File: src/soc_pkg.sv
// shared constants and types of the servo offset calibration block
package soc_pkg;
  // ****************************************************
  // widths and timing
  // ****************************************************
  localparam int SOC_DW = 10;
  localparam int SOC_CLK_HZ = 40_000_000;
  localparam int SOC_CLK_NS = 25;
  localparam int SOC_SAMPLE_HZ = 88_200;
  localparam int SOC_SAMPLE_CYC =
    (SOC_CLK_HZ + SOC_SAMPLE_HZ - 1) / SOC_SAMPLE_HZ;
  localparam int SOC_MEAS_MIN_NS = 2_900_000;
  localparam int SOC_MEAS_MAX_NS = 5_800_000;
  localparam int SOC_MEAS_MIN_CYC =
    (SOC_MEAS_MIN_NS + SOC_CLK_NS - 1) / SOC_CLK_NS;
  localparam int SOC_MEAS_MAX_CYC = SOC_MEAS_MAX_NS / SOC_CLK_NS;
  localparam int SOC_AVG_SHIFT = 8;
  localparam logic [7:0] SOC_AVG_LAST = 8'hff;
  // ****************************************************
  // register map (byte addresses) and reset values
  // ****************************************************
  localparam logic [7:0] SOC_A_CMD = 8'h00;
  localparam logic [7:0] SOC_A_STATUS = 8'h04;
  localparam logic [7:0] SOC_A_AVG_VC = 8'h08;
  localparam logic [7:0] SOC_A_AVG_FE = 8'h0c;
  localparam logic [7:0] SOC_A_AVG_RF = 8'h10;
  localparam logic [7:0] SOC_A_AVG_TE = 8'h14;
  localparam logic [7:0] SOC_A_TRAV = 8'h18;
  localparam logic [23:0] SOC_CMD_RST = 24'h000000;
  localparam logic [15:0] SOC_CTL_RST = 16'h0000;
  // ****************************************************
  // command codes and bit positions
  // ****************************************************
  localparam logic [7:0] SOC_OP_MEAS = 8'h38;
  localparam logic [7:0] SOC_OP_CLK = 8'h3f;
  localparam logic [3:0] SOC_OP_FOCUS = 4'h0;
  localparam int SOC_SEARCH_BIT = 17;
  localparam int SOC_QUARTER_BIT = 13;
  localparam int SOC_HALF_BIT = 12;
  localparam int SOC_CENTER_MEAS_BIT = 15;
  localparam int SOC_FOCUS_CC_BIT = 14;
  localparam int SOC_FOCUS_MEAS_BIT = 13;
  localparam int SOC_RF_COMP_BIT = 12;
  localparam int SOC_RF_MEAS_BIT = 11;
  localparam int SOC_ZC_COMP_BIT = 10;
  localparam int SOC_BAL_MEAS_BIT = 5;
  localparam int SOC_TRACK_MEAS_BIT = 4;
  localparam int SOC_FOCUS_CA_BIT = 3;
  localparam int SOC_BAL_COMP_BIT = 2;
  localparam int SOC_TRACK_CA_BIT = 1;
  localparam int SOC_TRACK_CC_BIT = 0;
  localparam int SOC_TRAV_SHIFT = 4;
  // ****************************************************
  // types
  // ****************************************************
  typedef struct packed {
    logic [SOC_DW-1:0] vc;
    logic [SOC_DW-1:0] fe;
    logic [SOC_DW-1:0] rf;
    logic [SOC_DW-1:0] te;
    logic [SOC_DW-1:0] se;
  } soc_err_s;
  typedef struct packed {
    logic [SOC_DW+1:0] trk;
    logic [SOC_DW+1:0] fcs;
    logic [SOC_DW+1:0] zc;
    logic [SOC_DW+1:0] rf;
    logic [SOC_DW+1:0] sled;
  } soc_fix_s;
  typedef enum logic {SOC_IDLE, SOC_RUN} soc_meas_e;
endpackage

File: src/soc_servo_offset.sv
// servo clock divider, average measurement and offset compensation
//
// The placing of the registers and the APB register port are this design's own decisions.
`timescale 1ns/100ps
module soc_servo_offset import soc_pkg::*; #(
  parameter int DW = SOC_DW,
  parameter int SAMPLE_CYC = SOC_SAMPLE_CYC,
  parameter int MEAS_MAX_CYC = SOC_MEAS_MAX_CYC,
  parameter int MEAS_MIN_CYC = SOC_MEAS_MIN_CYC,
  parameter logic [SOC_DW+1:0] FOK_LEVEL = 12'h040
) (
  // clock and reset
  input wire logic clk,
  input wire logic rst,
  // apb slave
  input wire logic psel,
  input wire logic penable,
  input wire logic pwrite,
  input wire logic [7:0] paddr,
  input wire logic [31:0] pwdata,
  output logic [31:0] prdata,
  output logic pready,
  output logic pslverr,
  // pins
  input wire logic ref_clock_in,
  input wire logic crystal_select_pin,
  output logic servo_master_clock,
  output logic monitor_output,
  // converted error samples, same clock domain
  input soc_err_s err_in,
  // corrected values toward the servo filters
  output soc_fix_s fix_out,
  output logic focus_ok,
  output logic focus_zero_cross
);

  localparam int AW = DW + SOC_AVG_SHIFT;
  localparam int OW = DW + 2;

  // ****************************************************
  // register bus and command latch
  // ****************************************************
  logic [23:0] cmd_r;
  logic [15:0] ctl_r;
  logic quarter_divide_sel_r;
  logic half_divide_sel_r;
  logic wr_acc;
  logic rd_setup;
  logic hit;
  logic [31:0] rd_nxt;
  logic [31:0] prdata_r;
  logic [DW-1:0] avg_r [4];
  logic [DW-1:0] traverse_offset_reg_r;
  soc_meas_e meas_r;
  logic done_r;
  logic div4_w;

  assign wr_acc = psel & penable & pwrite;
  assign rd_setup = psel & ~penable;
  assign pready = psel & penable;
  assign prdata = prdata_r;

  always_comb begin
    hit = 1'b1;
    rd_nxt = 32'h0;
    if (paddr == SOC_A_CMD) begin
      rd_nxt = {8'h00, cmd_r};
    end else if (paddr == SOC_A_STATUS) begin
      rd_nxt = {29'h0, div4_w, done_r, meas_r == SOC_RUN};
    end else if (paddr == SOC_A_AVG_VC) begin
      rd_nxt = 32'(avg_r[0]);
    end else if (paddr == SOC_A_AVG_FE) begin
      rd_nxt = 32'(avg_r[1]);
    end else if (paddr == SOC_A_AVG_RF) begin
      rd_nxt = 32'(avg_r[2]);
    end else if (paddr == SOC_A_AVG_TE) begin
      rd_nxt = 32'(avg_r[3]);
    end else if (paddr == SOC_A_TRAV) begin
      rd_nxt = 32'(traverse_offset_reg_r);
    end else begin
      hit = 1'b0;
    end
  end

  assign pslverr = pready & ~hit;

  // read data is captured in the setup cycle so it leaves a flop
  always_ff @(posedge clk or posedge rst) begin
    if (rst) begin
      prdata_r <= 32'h0;
    end else if (rd_setup) begin
      prdata_r <= rd_nxt;
    end
  end

  // the whole command word stays latched for monitor selection
  always_ff @(posedge clk or posedge rst) begin
    if (rst) begin
      cmd_r <= SOC_CMD_RST;
      ctl_r <= SOC_CTL_RST;
    end else if (wr_acc && paddr == SOC_A_CMD) begin
      cmd_r <= pwdata[23:0];
      if (pwdata[23:16] == SOC_OP_MEAS) begin
        ctl_r <= pwdata[15:0];
      end
    end
  end

  always_ff @(posedge clk or posedge rst) begin
    if (rst) begin
      quarter_divide_sel_r <= 1'b0;
      half_divide_sel_r <= 1'b0;
    end else if (wr_acc && paddr == SOC_A_CMD &&
                 pwdata[23:16] == SOC_OP_CLK) begin
      quarter_divide_sel_r <= pwdata[SOC_QUARTER_BIT];
      half_divide_sel_r <= pwdata[SOC_HALF_BIT];
    end
  end

  logic meas_go;
  assign meas_go = wr_acc && paddr == SOC_A_CMD &&
    pwdata[23:16] == SOC_OP_MEAS &&
    (pwdata[SOC_CENTER_MEAS_BIT] | pwdata[SOC_FOCUS_MEAS_BIT] |
     pwdata[SOC_RF_MEAS_BIT] | pwdata[SOC_TRACK_MEAS_BIT]);

  // ****************************************************
  // master clock divider
  // ****************************************************
  logic [2:0] ref_sync_r;
  logic [1:0] xsel_sync_r;
  logic [1:0] div_cnt_r;
  logic ref_rise;

  always_ff @(posedge clk or posedge rst) begin
    if (rst) begin
      ref_sync_r <= 3'h0;
      xsel_sync_r <= 2'h0;
    end else begin
      ref_sync_r <= {ref_sync_r[1:0], ref_clock_in};
      xsel_sync_r <= {xsel_sync_r[0], crystal_select_pin};
    end
  end

  // reference must stay well below clk/2 for edges to be seen
  assign ref_rise = ref_sync_r[1] & ~ref_sync_r[2];
  assign div4_w = quarter_divide_sel_r |
    (~half_divide_sel_r & xsel_sync_r[1]);

  always_ff @(posedge clk or posedge rst) begin
    if (rst) begin
      div_cnt_r <= 2'h0;
      servo_master_clock <= 1'b0;
    end else if (ref_rise) begin
      if (div4_w) begin
        div_cnt_r <= div_cnt_r + 2'h1;
        servo_master_clock <= div_cnt_r[0] ? ~servo_master_clock
                                           : servo_master_clock;
      end else begin
        div_cnt_r <= 2'h0;
        servo_master_clock <= ~servo_master_clock;
      end
    end
  end

  // ****************************************************
  // sample tick and average measurement
  // ****************************************************
  logic [15:0] tick_cnt_r;
  logic tick;
  logic [7:0] samp_cnt_r;
  logic [3:0] sel_r;
  logic [DW-1:0] samp_w [4];
  logic [AW-1:0] acc_r [4];

  assign samp_w[0] = err_in.vc;
  assign samp_w[1] = err_in.fe;
  assign samp_w[2] = err_in.rf;
  assign samp_w[3] = err_in.te;
  assign tick = tick_cnt_r == 16'(SAMPLE_CYC - 1);

  always_ff @(posedge clk or posedge rst) begin
    if (rst) begin
      tick_cnt_r <= 16'h0;
    end else begin
      tick_cnt_r <= tick ? 16'h0 : tick_cnt_r + 16'h1;
    end
  end

  always_ff @(posedge clk or posedge rst) begin
    if (rst) begin
      meas_r <= SOC_IDLE;
      sel_r <= 4'h0;
      samp_cnt_r <= 8'h0;
      done_r <= 1'b0;
    end else begin
      case (meas_r)
        SOC_IDLE: begin
          if (meas_go) begin
            meas_r <= SOC_RUN;
            sel_r <= {pwdata[SOC_TRACK_MEAS_BIT], pwdata[SOC_RF_MEAS_BIT],
                      pwdata[SOC_FOCUS_MEAS_BIT],
                      pwdata[SOC_CENTER_MEAS_BIT]};
            samp_cnt_r <= 8'h0;
            done_r <= 1'b0;
          end
        end
        SOC_RUN: begin
          // a measure command during a run starts no second run; ctl_r still takes its bits
          if (tick) begin
            samp_cnt_r <= samp_cnt_r + 8'h1;
            if (samp_cnt_r == SOC_AVG_LAST) begin
              meas_r <= SOC_IDLE;
              done_r <= 1'b1;
            end
          end
        end
        default: meas_r <= SOC_IDLE;
      endcase
    end
  end

  always_ff @(posedge clk or posedge rst) begin
    if (rst) begin
      for (int i = 0; i < 4; i++) begin
        acc_r[i] <= '0;
      end
    end else if (meas_r == SOC_IDLE) begin
      for (int i = 0; i < 4; i++) begin
        acc_r[i] <= '0;
      end
    end else if (tick) begin
      for (int i = 0; i < 4; i++) begin
        acc_r[i] <= acc_r[i] +
          AW'($signed(samp_w[i]));
      end
    end
  end

  // only the selected inputs update; the rest keep their value
  always_ff @(posedge clk or posedge rst) begin
    if (rst) begin
      for (int i = 0; i < 4; i++) begin
        avg_r[i] <= '0;
      end
    end else if (meas_r == SOC_RUN && tick &&
                 samp_cnt_r == SOC_AVG_LAST) begin
      for (int i = 0; i < 4; i++) begin
        if (sel_r[i]) begin
          avg_r[i] <= DW'((acc_r[i] + AW'($signed(samp_w[i])))
                          >>> SOC_AVG_SHIFT);
        end
      end
    end
  end

  logic [17:0] run_cyc_r;
  always_ff @(posedge clk or posedge rst) begin
    if (rst) begin
      run_cyc_r <= 18'h0;
    end else begin
      run_cyc_r <= (meas_r == SOC_RUN) ? run_cyc_r + 18'h1 : 18'h0;
    end
  end

  // ****************************************************
  // monitor pin
  // ****************************************************
  always_ff @(posedge clk or posedge rst) begin
    if (rst) begin
      monitor_output <= 1'b0;
    end else if (cmd_r[23:16] == SOC_OP_MEAS) begin
      monitor_output <= done_r;
    end else if (cmd_r[23:20] == SOC_OP_FOCUS &&
                 cmd_r[SOC_SEARCH_BIT]) begin
      monitor_output <= focus_zero_cross;
    end else begin
      monitor_output <= 1'b0;
    end
  end

  // ****************************************************
  // balance offset
  // ****************************************************
  logic signed [DW-1:0] te_s;
  logic signed [DW-1:0] trav_s;
  assign te_s = $signed(err_in.te);
  assign trav_s = $signed(traverse_offset_reg_r);

  // one-pole low pass; a coarse shift trades ripple for settle time
  always_ff @(posedge clk or posedge rst) begin
    if (rst) begin
      traverse_offset_reg_r <= '0;
    end else if (ctl_r[SOC_BAL_MEAS_BIT] && tick) begin
      traverse_offset_reg_r <= DW'(trav_s +
        ((te_s - trav_s) >>> SOC_TRAV_SHIFT));
    end
  end

  // ****************************************************
  // compensation
  // ****************************************************
  logic signed [OW-1:0] fe_x, rf_x, te_x, se_x, tr_x;
  logic signed [OW-1:0] av_vc, av_fe, av_rf, av_te;
  logic signed [OW-1:0] trk_w, fcs_w, zc_w, rf_w, sled_w;

  assign fe_x = OW'($signed(err_in.fe));
  assign rf_x = OW'($signed(err_in.rf));
  assign te_x = OW'($signed(err_in.te));
  assign se_x = OW'($signed(err_in.se));
  assign tr_x = OW'(trav_s);
  assign av_vc = OW'($signed(avg_r[0]));
  assign av_fe = OW'($signed(avg_r[1]));
  assign av_rf = OW'($signed(avg_r[2]));
  assign av_te = OW'($signed(avg_r[3]));

  always_comb begin
    trk_w = te_x;
    if (ctl_r[SOC_TRACK_CC_BIT]) begin
      trk_w = te_x - av_vc;
    end else if (ctl_r[SOC_TRACK_CA_BIT]) begin
      trk_w = te_x - av_te;
    end
    sled_w = se_x;
    if (ctl_r[SOC_BAL_COMP_BIT]) begin
      trk_w = trk_w - tr_x;
      sled_w = se_x - tr_x;
    end
    fcs_w = fe_x;
    if (ctl_r[SOC_FOCUS_CC_BIT]) begin
      fcs_w = fe_x - av_vc;
    end else if (ctl_r[SOC_FOCUS_CA_BIT]) begin
      fcs_w = fe_x - av_fe;
    end
    zc_w = ctl_r[SOC_ZC_COMP_BIT] ? fe_x - av_fe : fe_x;
    rf_w = ctl_r[SOC_RF_COMP_BIT] ? rf_x - av_rf : rf_x;
  end

  always_ff @(posedge clk or posedge rst) begin
    if (rst) begin
      fix_out <= '0;
      focus_ok <= 1'b0;
      focus_zero_cross <= 1'b0;
    end else begin
      fix_out <= {trk_w, fcs_w, zc_w, rf_w, sled_w};
      focus_ok <= rf_w > $signed(FOK_LEVEL);
      focus_zero_cross <= zc_w > 0;
    end
  end
endmodule

File: config.mk
export PLATFORM = sky130hd
export DESIGN_NAME = soc_servo_offset
export DESIGN_NICKNAME = d
export VERILOG_FILES = /design/src/soc_pkg.sv /design/src/soc_servo_offset.sv
export SDC_FILE = /design/constraint.sdc
export NUM_CORES = 1
export LEC_CHECK = 0
export ABC_AREA = 1
export BUFFER_PORTS_ARGS = -buffer_cell sky130_fd_sc_hd__buf_2
export CAP_MARGIN = 20
export CORE_UTILIZATION = 60
export CTS_BUF_LIST = sky130_fd_sc_hd__clkbuf_4
export CTS_CLUSTER_DIAMETER = 150
export DETAILED_ROUTE_END_ITERATION = 12
export GPL_TIMING_DRIVEN = 0
export PLACE_DENSITY = 0.77
export SLEW_MARGIN = 20
export SYNTH_ARGS = -nofsm -noshare
export SYNTH_HDL_FRONTEND = slang
export SYNTH_SLANG_ARGS = --single-unit
File: constraint.sdc
create_clock -name clk -period 13.7 [get_ports clk]
set_input_delay 2.74 -clock clk [delete_from_list [all_inputs] [get_ports clk]]
set_output_delay 2.74 -clock clk [all_outputs]
set_load 0.01 [all_outputs]
==> flow_summary.toml, run 1 <==
[status]
status = "finished clean"

[synthesis]
async_flop_share_pct = 100
ys_seq_area_share_pct = 35.8
synth_warnings = 0
synth_area_um2 = 19300
muxShareOfSynthArea_pct = 0
ys_ff_latch = 276
synth_xor_area_share_pct = 2.73
synth-adder-area-share_pct = 11.6
synth_compound_area_share_pct = 13.5
avgSynthCellArea_um2 = 7.26
yosys.area_share.simple_pct = 28.7
synth_top_family_by_area = "simple AND/OR/NAND/NOR gates"
netlist_instances = 2653
synth_cell_types = 48
synth-edff-count = 0
ys.flop_type = "dfrtp_1"

[die]
io_pins = 195
die_w_um = 181
start_util_pct = 61.1
rows = 65
fp.coreArea_um2 = 31600
die_h_um = 181
die-area_um2 = 32800

[setup_path]
end_kind = "output port"
crit_start = "paddr[6]"
r2r_setup_slack_ps = 10320
path_max_fanout = 10
timing.rr.start = "av_vc[0]$_DFFE_PP0P_"
cp_data_arrival_time_ps = 4100
start_kind = "input port"
critPathRequiredTime_ps = 10960
criticalPathCategory = "in2out"

[global_routing]
grt_pass1_vias = 18000
grt_pass1_wl_um = 92200
antenna_found_initial = 1
grt_usage_pct = 35.5
grt_max_degree = 102
grt_overflow = 0

[timing]
finalSetupTns_ps = 0
slew_violations = 0
fin_ws_ps = 6860
fin_crit_sh_pct = 49.9
hold_slack_ps = 347
tightest_slew_ps = 953
min_period_ps = 6840
fmax_ghz = 0.146
hold_violations = 0
fin_worst_skew_ps = 49.7
setup_violations = 0
slew_headroom_pct = 36.5
rsz0062_at_grt = "no"

[power_and_ir_drop]
power_mw = 1.82
power_density_nw_per_um2 = 83.9
total_leakage_power_nw = 11.5
ir_worst_vdd_mv = 0.0625

[detailed_routing]
vias_per_cell = 5.65
vias = 19000
drc_errors = 0
wirelength_um = 57500
dr.pass1.iters = 6
dr.first_iter.drc_count = 1696
drtAntennaViolNets = 0
routedWlPerCell_um = 17.1

[clocking]
htreeDepth = 3
clockBufferDepth = 3
cts-buffers-inserted = 76
clock-sinks = 276
cts_tree = "yes"
root_buffer = "clkbuf_4"
cts_setup_buffers = 0
postCtsResizedCells = 0
cts.hold.buffers_added = 0
path_clk_slew_ps = 60
clk_latency_ps = 770

[finish]
fillers = 2784
mostFrequentLayoutCells = "nand2_1 (767), inv_1 (297), dfrtp_1 (276)"
final_nets = 3187
area_growth_pct = 12.4
drive_gt1_share_pct = 11.9
final_core_util_pct = 68.6
final_common_cell = "nand2_1"

[place]
dp_hpwl_um = 44800
dp_slack_ps = 6920
portBuffers = 178
place_congestion = 0.957

[job]
max_cap_viol_count = 0

[min_path]
hold_start = "xsel_sync_r[0]$_DFF_PP0_"
hp-class = "reg2reg"
layout make-up:
class | instances | area [um^2] | share of cell area, %
tap | 402 | 503 | 2.32
timing repair buffer | 181 | 973 | 4.50
buffer | 61 | 323 | 1.49
inverter | 305 | 1160 | 5.34
clock inverter | 17 | 65.1 | 0.300
clock buffer | 107 | 803 | 3.71
sequential | 276 | 6910 | 31.9
antenna | 2 | 5.00 | 0.0231
multi-input combinational | 2018 | 10900 | 50.4
stage by stage:
step / cells / area (um^2)
final: 3369 / 21700
after global routing: 3368 / 21700
after CTS: 3367 / 21600
after detailed placement: 3243 / 20800
after global placement: 3240 / 20700
after floorplan: 2660 / 19300
state kept, by name (all words and copies together), names as in the netlist, 2 cells and up:
name	flops
sel_r	4
av_te	10
xsel_sync_r	2
fix_out	56
prdata	24
av_vc	10
samp_cnt_r	8
ref_sync_r	3
trav_s	10
tick_cnt_r	16
cmd_r	24
acc_r	72
av_rf	10
ctl_r	8
av_fe	10
final timing paths:
path | to | depth (start not counted)
min in group asynchronous | fix_out[21]$_DFF_PP0_ | 2
max in group asynchronous | acc_r[70]$_DFFE_PP0P_ | 5
hold / removal | xsel_sync_r[1]$_DFF_PP0_ | 0
setup / recovery | pslverr | 9
hold reg to reg | xsel_sync_r[1]$_DFF_PP0_ | 0
setup reg to reg | fix_out[59]$_DFF_PP0_ | 19
kinds of logic after synthesis:
kind of cell               count (synthesis)
adders and majority gates                171
and+or+nand+nor                         1305
buffers and inverters                    366
AOI/OAI and AO/OA                        474
other                                      1
DFF                                      276
xor gates and xnor gates                  60
worst max-delay path, stage by stage:
cell and delay [ps]:
buf_2 70, inv_1 40, nand4_1 160, inv_1 130, nand2_1 90, clkbuf_1 260, nand2_1 90, nor3_1 290
buf_2 210
synthesized netlist by cell type, types with 5 or more instances:
cell      count  area share [%]
clkbuf_1     32            0.62
o21bai_1     14            0.55
a21oi_1     159             4.1
o31ai_1       5            0.19
fa_1         12             1.2
dfrtp_1     276              36
a22o_1       15            0.68
a21boi_0      9            0.35
a21o_1        5            0.19
inv_1       298             5.8
ha_1        159              10
o22ai_1      13            0.42
xnor2_1      24             1.1
nand2_1     767              15
a211oi_1      6            0.23
nor3_1       36            0.93
o21ai_0     217             5.6
nand3b_1     16            0.62
or2_2        14            0.45
nand4_1      45             1.5
buf_2        12            0.31
xor2_1       36             1.6
nor4_1        7            0.23
o211ai_1     11            0.43
nand3_1     212             5.5
buf_4        13            0.51
nor2_1      193             3.8
o21ai_1      10            0.26
power by group:
part	internal, mW	switching (mW)	leakage (nW)	total [mW]
Sequential	0.834	0.00668	3.00	0.841
Clock	0.356	0.354	0.524	0.710
Combinational	0.0935	0.174	8.01	0.267
per-layer routing:
layer  global-route usage, %  share of wire, %
met1                    47.6                43
met2                    56.9                46
met3                    6.27               7.4
met4                    14.6               3.4
met5                       0                 0
Note: power is estimated with default switching activity, not from simulation.
==> run 2, diff against run 1 <==
==> constraint.sdc (replaced) <==
create_clock -name clk -period 6.5 [get_ports clk]
set_input_delay 1.3 -clock clk [delete_from_list [all_inputs] [get_ports clk]]
set_output_delay 1.3 -clock clk [all_outputs]
set_load 0.01 [all_outputs]
==> flow_summary.toml, run 2 (synthesis gave the netlist of run 1 again) <==
[power_and_ir_drop]
total_leakage_power_nw = 11.6
p_seq_share_pct = 45.0
p_comb_share_pct = 14.5
power_density_nw_per_um2 = 180
ir_worst_vdd_mv = 0.120
switching_power_mw = 1.17
p_sw_share_pct = 29.7
p_int_mw = 2.77
p_clk_share_pct = 40.5

[die]
fp.coreArea_um2 = 31600
start_util_pct = 61.1
rows = 65
die-area_um2 = 32800
die_w_um = 181
io_pins = 195
die_h_um = 181

[clocking]
postCtsResizedCells = 0
clock-sinks = 276
root_buffer = "clkbuf_4"
clk_latency_ps = 810
cts-buffers-inserted = 77
htreeDepth = 3
cts_setup_buffers = 0
clockBufferDepth = 3
cts_tree = "yes"
path_clk_slew_ps = 60
cts.hold.buffers_added = 0

[timing]
fin_ws_ps = 2510
rsz0062_at_grt = "no"
fmax_ghz = 0.251
min_period_ps = 3990
slew_violations = 0
fin_worst_skew_ps = 83.3
hold_violations = 0
setup_violations = 0
hold_slack_ps = 345
slew_headroom_pct = 39.9
tightest_slew_ps = 901
fin_crit_sh_pct = 61.4

[global_routing]
antenna_found_initial = 2
grt_max_degree = 35
grt_pass1_vias = 17900
grt_overflow = 0
grt_usage_pct = 35.3
grt_pass1_wl_um = 91500

[setup_path]
end_kind = "output port"
start_kind = "input port"
crit_start = "paddr[6]"
cp_data_arrival_time_ps = 2690
critPathRequiredTime_ps = 5200
timing.rr.start = "av_vc[0]$_DFFE_PP0P_"
slowest_stage = "nor3_1"
critical-path-max-stage-delay_ps = 300
criticalPathCategory = "in2out"
path_max_fanout = 10
cp_cell_sequence = "buf_2, inv_1, nand4_1, inv_1, nand2_1, clkbuf_1, nand2_1, nor3_1, buf_2"

[place]
portBuffers = 178
place_congestion = 0.937
dp_slack_ps = 2090
placed_cells = 3249
dp_hpwl_um = 45300

[finish]
drive_gt1_share_pct = 12.4
top_regs = "acc_r x72, fix_out x56"
final_cells = 3385
largest_register_ffs = 72
final_common_cell = "nand2_1"
final_nets = 3194
mostFrequentLayoutCells = "nand2_1 (767), inv_1 (297), dfrtp_1 (276)"
fillers = 2796
area_growth_pct = 13.3
regMostFlops = "acc_r"

[min_path]
hp-class = "reg2reg"
hold_start = "xsel_sync_r[0]$_DFF_PP0_"

[detailed_routing]
wirelength_um = 57500
vias = 19100
drtAntennaViolNets = 0
dr.first_iter.drc_count = 1502
dr.pass1.iters = 8
vias_per_cell = 5.63
routedWlPerCell_um = 17.0
drc_errors = 0

[status]
status = "finished clean"

[job]
max_cap_viol_count = 0
==> run 2: layout make-up <==
cell class                 instances  area [um^2]  area share [%]
sequential                       276         6910            31.6
multi-input combinational       2018        10900            50.0
timing repair buffer             187         1080            4.94
tap                              402          503            2.30
buffer                            61          323            1.48
clock buffer                     108          811            3.71
inverter                         305         1150            5.28
clock inverter                    25          141           0.647
antenna                            3         7.51          0.0344
==> run 2: worst paths after layout <==
path	slack, ps	cells past startpoint	end
worst max-delay path	2510	9	pslverr
worst max register to register	3070	17	fix_out[55]$_DFF_PP0_
max in group asynchronous	4870	5	acc_r[49]$_DFFE_PP0P_
min in group asynchronous	580	2	cmd_r[3]$_DFFE_PP0P_
worst min register to register	350	0	xsel_sync_r[1]$_DFF_PP0_
worst min-delay path	350	0	xsel_sync_r[1]$_DFF_PP0_
==> run 2: power groups by stage <==
| stage | combinational, mW | clock [mW] | sequential, mW |
|---|---|---|---|
| floorplan | 0.343 | 0 | 1.82 |
| global placement | 0.537 | 0 | 1.80 |
| detailed placement | 0.561 | 0 | 1.80 |
| CTS | 0.564 | 1.62 | 1.77 |
| global route | 0.636 | 1.71 | 1.77 |
| finish | 0.570 | 1.60 | 1.77 |
==> run 2: metrics by stage <==
stage / util [%] / TNS (ps) / power (mW) / area, um^2
after floorplan: - / 0 / 2.17 / 19300
after global placement: 65.6 / -431 / 2.34 / 20700
after detailed placement: 66.2 / 0 / 2.36 / 20900
after CTS: 69.2 / 0 / 3.96 / 21800
after global routing: 69.2 / 0 / 4.13 / 21800
final: 69.2 / 0 / 3.94 / 21800
==> run 2: critical path: cells and delay by family <==
| kind | cells | cell delay, ps |
|---|---|---|
| buf+inv | 5 | 730 |
| simple gates | 4 | 660 |
==> run 2: per-layer routing <==
metal	up-vias	GRT usage, %	wire [um]
met5	-	0	0
met4	0	13.6	1900
met3	125	5.85	4100
met2	725	56.9	26400
met1	8824	47.7	25100
li1	9377	-	-
==> run 3, diff against run 2 <==
--- a/config.mk
+++ b/config.mk
@@ -8,12 +8,12 @@
 export ABC_AREA = 1
 export BUFFER_PORTS_ARGS = -buffer_cell sky130_fd_sc_hd__buf_2
 export CAP_MARGIN = 20
-export CORE_UTILIZATION = 60
+export CORE_UTILIZATION = 56
 export CTS_BUF_LIST = sky130_fd_sc_hd__clkbuf_4
 export CTS_CLUSTER_DIAMETER = 150
 export DETAILED_ROUTE_END_ITERATION = 12
 export GPL_TIMING_DRIVEN = 0
-export PLACE_DENSITY = 0.77
+export PLACE_DENSITY = 0.75
 export SLEW_MARGIN = 20
 export SYNTH_ARGS = -nofsm -noshare
 export SYNTH_HDL_FRONTEND = slang
==> constraint.sdc (replaced) <==
create_clock -name clk -period 3.4 [get_ports clk]
set_input_delay 0.68 -clock clk [delete_from_list [all_inputs] [get_ports clk]]
set_output_delay 0.68 -clock clk [all_outputs]
set_load 0.01 [all_outputs]
==> flow_summary.toml, run 3 (synthesis gave the netlist of run 1 again) <==
[power_and_ir_drop]
p_seq_share_pct = 43.3
ir_worst_vdd_mv = 0.370
switching_power_mw = 2.22
power_density_nw_per_um2 = 354
p_int_mw = 5.59
total_leakage_power_nw = 11.7
power_mw = 7.81
p_sw_share_pct = 28.4
p_clk_share_pct = 42.6
p_comb_share_pct = 14.1

[die]
start_util_pct = 57.2
die-area_um2 = 35200
io_pins = 195
die_h_um = 188
fp.coreArea_um2 = 33700
die_w_um = 188
rows = 67

[clocking]
htreeDepth = 3
clock-sinks = 276
root_buffer = "clkbuf_4"
clockBufferDepth = 3
path_clk_slew_ps = 60
cts_tree = "yes"
cts-buffers-inserted = 76
clk_latency_ps = 790
cts_setup_buffers = 0

[timing]
slew_violations = 0
fin_crit_sh_pct = 93.4
fmax_ghz = 0.315
finalSetupTns_ps = 0
fin_worst_skew_ps = 47.5
hold_violations = 0
min_period_ps = 3180
tightest_slew_ps = 970
slew_headroom_pct = 35.3
setup_violations = 0

[finish]
top_regs = "acc_r x72, fix_out x56"
drive_gt1_share_pct = 12.8
final_nets = 3196
final_core_util_pct = 65.5
regMostFlops = "acc_r"
final_cells = 3430
largest_register_ffs = 72
final_common_cell = "nand2_1"
mostFrequentLayoutCells = "nand2_1 (766), inv_1 (294), dfrtp_1 (274)"
multi_input_area_um2 = 11000
fillers = 3112
area_growth_pct = 14.5
seq_area_um2 = 6910

[setup_path]
slowest_stage = "dfrtp_2"
cp_cell_sequence = "ha_1, inv_1, fa_1, nand3_1, nand2_1, xnor2_1, nand2_1, nand2_1, inv_1, ha_2, nand2_1, nor2_1, nand3_1, nand3_1, nand2_1, nand2_1, nand2_1, o211ai_1, nand2_1"
crit_path_frequent_cell = "nand2_1"
critPathBufInv = 2
end_kind = "register"
critPathRequiredTime_ps = 4040
critical-path-max-stage-delay_ps = 470
criticalPathCategory = "reg2reg"
start_kind = "register"
critPathTopFamily = "simple AND/OR/NAND/NOR gates"
path_max_fanout = 6
cp_data_arrival_time_ps = 3820

[global_routing]
grt_pass1_wl_um = 93900
grt_usage_pct = 33.9
grt_pass1_vias = 18100
grt_max_degree = 35
grt_overflow = 0
antenna_found_initial = 2

[status]
status = "finished clean"

[detailed_routing]
wirelength_um = 59000
vias_per_cell = 5.57
dr.pass1.iters = 6
vias = 19100
drc_errors = 0
routedWlPerCell_um = 17.2
dr.first_iter.drc_count = 1317
drtAntennaViolNets = 0

[place]
portBuffers = 178
placed_cells = 3295
place_congestion = 0.979
dp_hpwl_um = 46400

[min_path]
hp-class = "in2reg"

[job]
max_cap_viol_count = 0
run 3: layout make-up:
class	count	area share, %
Sequential cell	276	31.3
Inverter	305	5.23
Buffer	61	1.46
Clock buffer	101	3.44
Multi-Input combinational cell	2018	49.7
Timing Repair Buffer	190	5.02
Antenna cell	4	0.0454
Clock inverter	27	1.24
Tap cell	448	2.54
run 3: final timing paths:
path / slack, ps / end / depth (start not counted) / from
setup / recovery: 220 / fix_out[59]$_DFF_PP0_ / 19 / av_vc[0]$_DFFE_PP0P_
hold / removal: 110 / cmd_r[8]$_DFFE_PP0P_ / 3 / pwdata[8]
setup reg to reg: 220 / fix_out[59]$_DFF_PP0_ / 19 / av_vc[0]$_DFFE_PP0P_
hold reg to reg: 360 / ref_sync_r[1]$_DFF_PP0_ / 0 / ref_sync_r[0]$_DFF_PP0_
max in group asynchronous: 1650 / av_vc[0]$_DFFE_PP0P_ / 7 / rst
min in group asynchronous: 510 / ctl_r[3]$_DFFE_PP0P_ / 3 / rst
run 3: what timing repair did:
item / 4_1_cts / 5_1_grt
setup endpoints to repair: 0 / 11
endpoints found under the hold margin: 21 / 0
hold buffers: 3 / 0
gates resized for setup: 0 / 21
run 3: tightest hold or removal path, stage by stage:
cell	delay, ps
buf_2	80
nand2_1	40
nand2_1	40
run 3: per-layer routing:
layer | global-route usage [%] | wire (um) | up-vias
li1 | - | - | 9363
met1 | 45.4 | 25900 | 8915
met2 | 54.9 | 27000 | 709
met3 | 6.33 | 4430 | 120
met4 | 12.2 | 1650 | 0
met5 | 0 | 0 | -
run 3: stage by stage:
stage                     hold slack (ps)  cell area (um^2)  setup WS, ps
after floorplan                       331             19300          -931
after global placement                332             20800         -2470
after detailed placement              345             20900          -464
after CTS                            62.6             22000          20.9
after global routing                 83.9             22100         -34.2
final                                 113             22100           224
run 3: power by group through the flow:
stage | Sequential [mW] | Clock, mW | Combinational, mW
after global routing | 3.39 | 3.57 | 1.23
final | 3.38 | 3.32 | 1.10
after floorplan | 3.49 | 0 | 0.655
after detailed placement | 3.45 | 0 | 1.08
after global placement | 3.45 | 0 | 1.04
after CTS | 3.38 | 3.39 | 1.09
